===== src/asr_pkg.sv =====
// Shared constants for the asynchronous static memory host controller
`default_nettype none
package asr_pkg;
  // ==========================================================
  // Geometry
  localparam int ADDR_W        = 10;
  localparam int DATA_W        = 4;
  localparam int WORDS         = 1024;

  // ==========================================================
  // Clock and pin timing, slowest speed grade
  localparam int CLK_PERIOD_NS = 5;
  localparam int ACCESS_NS     = 300;
  localparam int OTD_NS        = 125;
  localparam int AW_NS         = 50;
  localparam int W_NS          = 200;
  localparam int DH_NS         = 30;
  localparam int WR_NS         = 50;
  localparam int DESELECT_TO_RETENTION_TIME_NS = 300;
  localparam int RETENTION_RECOVERY_TIME_NS    = 300;
  localparam int SYNC_CYC      = 3;

  // Least times round up to whole cycles
  localparam int ACCESS_CYC = (ACCESS_NS + CLK_PERIOD_NS - 1) / CLK_PERIOD_NS;
  localparam int OTD_CYC    = (OTD_NS + CLK_PERIOD_NS - 1) / CLK_PERIOD_NS;
  localparam int AW_CYC     = (AW_NS + CLK_PERIOD_NS - 1) / CLK_PERIOD_NS;
  localparam int W_CYC      = (W_NS + CLK_PERIOD_NS - 1) / CLK_PERIOD_NS;
  localparam int DH_CYC     = (DH_NS + CLK_PERIOD_NS - 1) / CLK_PERIOD_NS;
  localparam int WR_CYC     = (WR_NS + CLK_PERIOD_NS - 1) / CLK_PERIOD_NS;
  localparam int CDR_CYC    = (DESELECT_TO_RETENTION_TIME_NS + CLK_PERIOD_NS - 1) / CLK_PERIOD_NS;
  localparam int RCV_CYC    = (RETENTION_RECOVERY_TIME_NS + CLK_PERIOD_NS - 1) / CLK_PERIOD_NS;

  localparam int CNT_W      = 7;

  // ==========================================================
  // Reset values of the pin drivers
  localparam logic RST_CS_N = 1'b1;
  localparam logic RST_WE_N = 1'b1;

  typedef enum {
    ST_IDLE, ST_RD_WAIT, ST_WR_SETUP, ST_WR_PULSE, ST_WR_HOLD, ST_TURN,
    ST_RET_ENTRY, ST_RET_HOLD, ST_RET_EXIT
  } asr_state_t;
endpackage
`default_nettype wire


===== src/asr_pin_sync.sv =====
// Three-stage synchroniser with agreement filter for pin inputs
`default_nettype none
module asr_pin_sync #(
  parameter int W = 4
) (
  input  wire logic         clk,
  input  wire logic         rst,
  input  wire logic [W-1:0] pinIn,
  output logic      [W-1:0] pinStable
);
  logic [W-1:0] s1_q, s2_q, s3_q, stable_q, stable_d;

  // Update only once the second and third stages agree
  always_comb begin
    stable_d = (s2_q == s3_q) ? s3_q : stable_q;
  end

  always_ff @(posedge clk or posedge rst) begin
    if (rst) begin
      s1_q     <= '0;
      s2_q     <= '0;
      s3_q     <= '0;
      stable_q <= '0;
    end else begin
      s1_q     <= pinIn;
      s2_q     <= s1_q;
      s3_q     <= s2_q;
      stable_q <= stable_d;
    end
  end

  assign pinStable = stable_q;
endmodule
`default_nettype wire


===== src/asr_host_ctrl.sv =====
// Host-side controller for a 1024 x 4 asynchronous static memory
`default_nettype none
// Operation
// - Shared data pins; host drives them only while memory cannot drive.
// - Host holds write-enable high throughout a read cycle.
// - Deselect at least 300 ns before lowering supply to retention.
// - After supply returns, stay deselected 300 ns before accessing.
module asr_host_ctrl
  import asr_pkg::*;
#(
  parameter int AW = asr_pkg::ADDR_W,
  parameter int DW = asr_pkg::DATA_W
) (
  input  wire logic          clk,
  input  wire logic          rst,
  input  wire logic          reqValid,
  input  wire logic          reqWrite,
  input  wire logic [AW-1:0] reqAddr,
  input  wire logic [DW-1:0] reqData,
  output logic               reqReady,
  output logic               rspValid,
  output logic      [DW-1:0] rspData,
  input  wire logic          retentionReq,
  output logic               retentionReady,
  output logic               ramCsN,
  output logic               ramWeN,
  output logic      [AW-1:0] ramAddr,
  output logic      [DW-1:0] ramDataOut,
  output logic               ramDataOe,
  input  wire logic [DW-1:0] ramDataIn
);
  import asr_pkg::*;

  // ==========================================================
  // Read data pins pass the synchroniser
  logic [DW-1:0] pinData;

  asr_pin_sync #(
    .W (DW)
  ) u_sync (
    .clk       (clk),
    .rst       (rst),
    .pinIn     (ramDataIn),
    .pinStable (pinData)
  );

  // ==========================================================
  // Sequencer
  asr_state_t    state_q, state_d;
  logic [CNT_W-1:0] cnt_q, cnt_d;
  logic          csN_q, csN_d;
  logic          weN_q, weN_d;
  logic          oe_q, oe_d;
  logic [AW-1:0] addr_q, addr_d;
  logic [DW-1:0] wdata_q, wdata_d;
  logic [DW-1:0] rdata_q, rdata_d;
  logic          rsp_q, rsp_d;
  logic          cntDone;

  assign cntDone = (cnt_q == '0);

  always_comb begin
    state_d = state_q;
    cnt_d   = cntDone ? cnt_q : cnt_q - 1'b1;
    csN_d   = csN_q;
    weN_d   = weN_q;
    oe_d    = oe_q;
    addr_d  = addr_q;
    wdata_d = wdata_q;
    rdata_d = rdata_q;
    rsp_d   = 1'b0;
    case (state_q)
      ST_IDLE: begin
        if (retentionReq) begin
          csN_d   = 1'b1;
          cnt_d   = CNT_W'(CDR_CYC - 1);
          state_d = ST_RET_ENTRY;
        end else if (reqValid) begin
          addr_d = reqAddr;
          if (reqWrite) begin
            wdata_d = reqData;
            cnt_d   = CNT_W'(AW_CYC - 1);
            state_d = ST_WR_SETUP;
          end else begin
            csN_d   = 1'b0;
            weN_d   = 1'b1;
            cnt_d   = CNT_W'(ACCESS_CYC + SYNC_CYC - 1);
            state_d = ST_RD_WAIT;
          end
        end
      end
      ST_RD_WAIT: begin
        if (cntDone) begin
          rdata_d = pinData;
          rsp_d   = 1'b1;
          csN_d   = 1'b1;
          cnt_d   = CNT_W'(OTD_CYC - 1);
          state_d = ST_TURN;
        end
      end
      ST_WR_SETUP: begin
        // Select and strobe fall together, so the memory never drives into us
        if (cntDone) begin
          csN_d   = 1'b0;
          weN_d   = 1'b0;
          oe_d    = 1'b1;
          cnt_d   = CNT_W'(W_CYC - 1);
          state_d = ST_WR_PULSE;
        end
      end
      ST_WR_PULSE: begin
        if (cntDone) begin
          csN_d   = 1'b1;
          weN_d   = 1'b1;
          cnt_d   = CNT_W'(DH_CYC - 1);
          state_d = ST_WR_HOLD;
        end
      end
      ST_WR_HOLD: begin
        if (cntDone) begin
          oe_d    = 1'b0;
          cnt_d   = CNT_W'(WR_CYC - 1);
          state_d = ST_TURN;
        end
      end
      ST_TURN: begin
        if (cntDone) begin
          state_d = ST_IDLE;
        end
      end
      ST_RET_ENTRY: begin
        if (cntDone) begin
          state_d = ST_RET_HOLD;
        end
      end
      ST_RET_HOLD: begin
        // Contents need no refresh; just stay deselected
        if (!retentionReq) begin
          cnt_d   = CNT_W'(RCV_CYC - 1);
          state_d = ST_RET_EXIT;
        end
      end
      ST_RET_EXIT: begin
        if (cntDone) begin
          state_d = ST_IDLE;
        end
      end
      default: begin
        state_d = ST_IDLE;
        csN_d   = 1'b1;
        weN_d   = 1'b1;
        oe_d    = 1'b0;
      end
    endcase
  end

  always_ff @(posedge clk or posedge rst) begin
    if (rst) begin
      state_q <= ST_IDLE;
      cnt_q   <= '0;
      csN_q   <= RST_CS_N;
      weN_q   <= RST_WE_N;
      oe_q    <= 1'b0;
      addr_q  <= '0;
      wdata_q <= '0;
      rdata_q <= '0;
      rsp_q   <= 1'b0;
    end else begin
      state_q <= state_d;
      cnt_q   <= cnt_d;
      csN_q   <= csN_d;
      weN_q   <= weN_d;
      oe_q    <= oe_d;
      addr_q  <= addr_d;
      wdata_q <= wdata_d;
      rdata_q <= rdata_d;
      rsp_q   <= rsp_d;
    end
  end

  assign reqReady       = (state_q == ST_IDLE) && !retentionReq;
  assign rspValid       = rsp_q;
  assign rspData        = rdata_q;
  assign retentionReady = (state_q == ST_RET_HOLD);
  assign ramCsN         = csN_q;
  assign ramWeN         = weN_q;
  assign ramAddr        = addr_q;
  assign ramDataOut     = wdata_q;
  assign ramDataOe      = oe_q;

  // ==========================================================
  // Checks
  logic [CNT_W-1:0] deselCnt_q, deselCnt_d;
  logic [CNT_W-1:0] rcvCnt_q, rcvCnt_d;
  localparam logic [CNT_W-1:0] CNT_SAT = '1;

  always_comb begin
    deselCnt_d = !csN_q ? '0 : (deselCnt_q == CNT_SAT ? deselCnt_q : deselCnt_q + 1'b1);
    rcvCnt_d   = retentionReady ? '0 : (rcvCnt_q == CNT_SAT ? rcvCnt_q : rcvCnt_q + 1'b1);
  end

  always_ff @(posedge clk or posedge rst) begin
    if (rst) begin
      deselCnt_q <= '0;
      rcvCnt_q   <= CNT_SAT;
    end else begin
      deselCnt_q <= deselCnt_d;
      rcvCnt_q   <= rcvCnt_d;
    end
  end
endmodule
`default_nettype wire


===== config.mk =====
export PLATFORM = sky130hd
export DESIGN_NAME = asr_host_ctrl
export DESIGN_NICKNAME = d
export VERILOG_FILES = /design/src/asr_pkg.sv /design/src/asr_pin_sync.sv /design/src/asr_host_ctrl.sv
export SDC_FILE = /design/constraint.sdc
export NUM_CORES = 1
export LEC_CHECK = 0
export CAP_MARGIN = 25
export CORE_MARGIN = 8
export CORE_UTILIZATION = 45
export DETAILED_ROUTE_END_ITERATION = 12
export DONT_BUFFER_PORTS = 1
export GPL_TIMING_DRIVEN = 0
export PLACE_DENSITY_LB_ADDON = 0.1
export SLEW_MARGIN = 10
export SYNTH_ARGS = -nofsm -noshare
export SYNTH_HDL_FRONTEND = slang
export SYNTH_SLANG_ARGS = --single-unit

===== constraint.sdc =====
create_clock -name clk -period 2.7 [get_ports clk]
set_input_delay 0.27 -clock clk [delete_from_list [all_inputs] [get_ports clk]]
set_output_delay 0.27 -clock clk [all_outputs]
set_load 0.005 [all_outputs]

==> results.json <==
{
  "rsz0062_at_grt": "false",
  "place_congestion": 0.883,
  "grt_pass1_vias": 1927,
  "io_buffers": 0,
  "finalSetupViolations": 0,
  "synthFlopType": "dfrtp_1",
  "cts_root_buf": "clkbuf_8",
  "finalClockSkew_ns": 0.00265,
  "timing.fmax_ghz": 0.424,
  "die_area_um2": 8100,
  "via_per_inst": 5.83,
  "antenna_found_initial": 0,
  "grt_overflow_total": 0,
  "tightest_slew_ns": 0.655,
  "pre_cts_slack_ns": 0.177,
  "htree_levels": 2,
  "synth_warnings": 0,
  "layout-drive-gt1-share": 0.230,
  "synth_area_leaders": "dfrtp_1 48%, mux2_2 7.3%, mux2_4 3.0%",
  "grt_usage": 0.145,
  "yosys.cell_types.count": 59,
  "yosysTopAreaCellShare": 0.477,
  "wl_per_cell_um": 18.7,
  "cp_data_arrival_time_ns": 2.61,
  "clk_pin_slew_worst_paths_ns": 0.10,
  "ir_worst_vdd_mv": 0.585,
  "finalHoldViolCount": 0,
  "num_antenna_cells": 0,
  "synthTopCellsByCount": "47 x dfrtp_1, 16 x mux2_2, 15 x nor2_1",
  "syn_nets": 246,
  "area_growth_pct": 11.1,
  "yosysTopAreaCell": "dfrtp_1",
  "grt_pass1_wl_um": 9690,
  "cts_tree": "yes",
  "hold_class": "in -> reg",
  "async_flop_share": 1.00,
  "critPathCaptureType": "register",
  "cts_sinks": 49,
  "fin_util": 0.506,
  "vias": 1789,
  "num_rows": 27,
  "grt_max_degree": 43,
  "first_iter_violations": 71,
  "slew_headroom": 0.560,
  "required_ns": 2.95,
  "ios": 47,
  "synth_seq_area_share": 0.499,
  "path_class": "reg -> reg",
  "status": "finished, final reports clean",
  "start_kind": "register",
  "ant_nets": 0,
  "post_cts_resized": 0,
  "synth-edff-count": 0,
  "post-dp-hpwl_um": 4280,
  "leakage_nw": 1.24,
  "wl_um": 5760,
  "die_w_um": 90.0,
  "fin_crit_sh": 0.874,
  "post-route-drc-count": 0,
  "powerDensity_nw_per_um2": 947,
  "layout_setup_ws_ns": 0.339,
  "syn_inst": 219,
  "coreArea_um2": 5410,
  "die_y_um": 90.0,
  "timing.max_cap.violations": 0,
  "start_util": 0.456,
  "slew_violations": 0,
  "ys_ff_latch": 49,
  "yosysMostFrequentCell": "dfrtp_1",
  "syn-cell-area_um2": 2460,
  "dr.pass1.iters": 4,
  "clk_latency_ns": 0.30,
  "nets": 261,
  "fin_crit_ns": 2.36,
  "path_max_fanout": 11,
  "syn_avg_cell_area_um2": 11.2,
  "cts_buffer_depth": 2,
  "numCtsBuffers": 5,
  "fin_tns_setup_ns": 0
}
## report_power, final
part / leakage [nW] / internal, mW / switching [mW]
clock network: 0.0506 / 0.194 / 0.263
logic: 0.578 / 0.458 / 0.542
registers: 0.612 / 0.952 / 0.183
total: 1.24 / 1.60 / 0.989
## layout make-up
cell class | count | area (um^2)
fill | 509 | 2670
sequential | 49 | 1230
multi-input combinational | 147 | 1130
tap | 72 | 90.1
timing repair buffer | 8 | 85.1
clock buffer | 5 | 68.8
buffer | 13 | 66.3
inverter | 10 | 40.0
clock inverter | 3 | 28.8
## stage by stage
| stage | hold WS [ns] | power (mW) | instances | area (um^2) |
|---|---|---|---|---|
| after floorplan | 0.301 | 1.88 | 219 | 2460 |
| after global placement | 0.302 | 2.10 | 291 | 2550 |
| after detailed placement | 0.0670 | 2.13 | 292 | 2570 |
| after CTS | 0.0888 | 2.61 | 305 | 2720 |
| after global routing | 0.0848 | 2.79 | 307 | 2740 |
| final | 0.0970 | 2.59 | 307 | 2740 |
## kinds of logic after synthesis
| logic type | Yosys count | share of synthesized area |
|---|---|---|
| multiplexers | 24 | 0.117 |
| AO/OA/AOI/OAI | 50 | 0.149 |
| XOR/XNOR | 9 | 0.0320 |
| buffers and inverters | 23 | 0.0432 |
| AND/OR/NAND/NOR | 60 | 0.140 |
| flip-flops | 49 | 0.499 |
| adder cells (fa/ha/maj) | 4 | 0.0203 |
## registers in the layout (all words and copies together) (netlist names), 4 cells and up
signal and cells:
cnt_q 7, u_sync.s1_q 4, u_sync.pinStable 4, rspData 4
u_sync.s2_q 4, u_sync.s3_q 4, ramAddr 10, state_q 4
ramDataOut 4
## path summary, 6_finish.rpt
| kind | from | to | slack [ns] | depth (start not counted) |
|---|---|---|---|---|
| max | cnt_q[0] | cnt_q[0] | 0.34 | 10 |
| min | reqAddr[5] | ramAddr[5] | 0.1 | 1 |
| max reg2reg | cnt_q[0] | cnt_q[0] | 0.34 | 10 |
| min reg2reg | u_sync.s1_q[3] | u_sync.s2_q[3] | 0.37 | 0 |
| max in group asynchronous | rst | ramCsN | 1.88 | 3 |
| min in group asynchronous | rst | u_sync.s1_q[3] | 0.30 | 2 |
## cell usage in the layout, fill, tap and decap left out, drive strengths merged, types with 5 or more instances in the layout
cell / synthesis / layout
clkbuf: 5 / 10
dfrtp: 47 / 47
buf: 8 / 11
nand2: 11 / 11
a21oi: 9 / 9
o21ai: 9 / 9
mux2: 23 / 23
dlygate4sd3: 0 / 5
nor2: 15 / 15
nor3: 7 / 7
inv: 10 / 12
xnor2: 6 / 6
## timing repair
action / 4_1_cts / 5_1_grt
setup buffers: 0 / 2
hold endpoints to repair: 11 / 0
hold buffers: 5 / 0
setup endpoints to repair: 0 / 1
## critical path, stage by stage, from the launching register on
cell and delay (ns):
dfrtp_1 0.42, inv_1 0.12, ha_1 0.22, nor4b_4 0.32, and2_4 0.21, buf_8 0.14
inv_4 0.09, ha_1 0.20, a211o_1 0.29, a31oi_1 0.17, or3_1 0.13
## metal layers
metal	GRT usage	up-vias	part of all wire	wire, um
li1	-	818	-	-
met2	0.226	58	0.46	2650
met5	0	-	0	0
met3	0.0474	11	0.075	433
met1	0.182	902	0.45	2570
met4	0.0569	0	0.018	104
No activity file was read; power rests on OpenSTA's default activity.
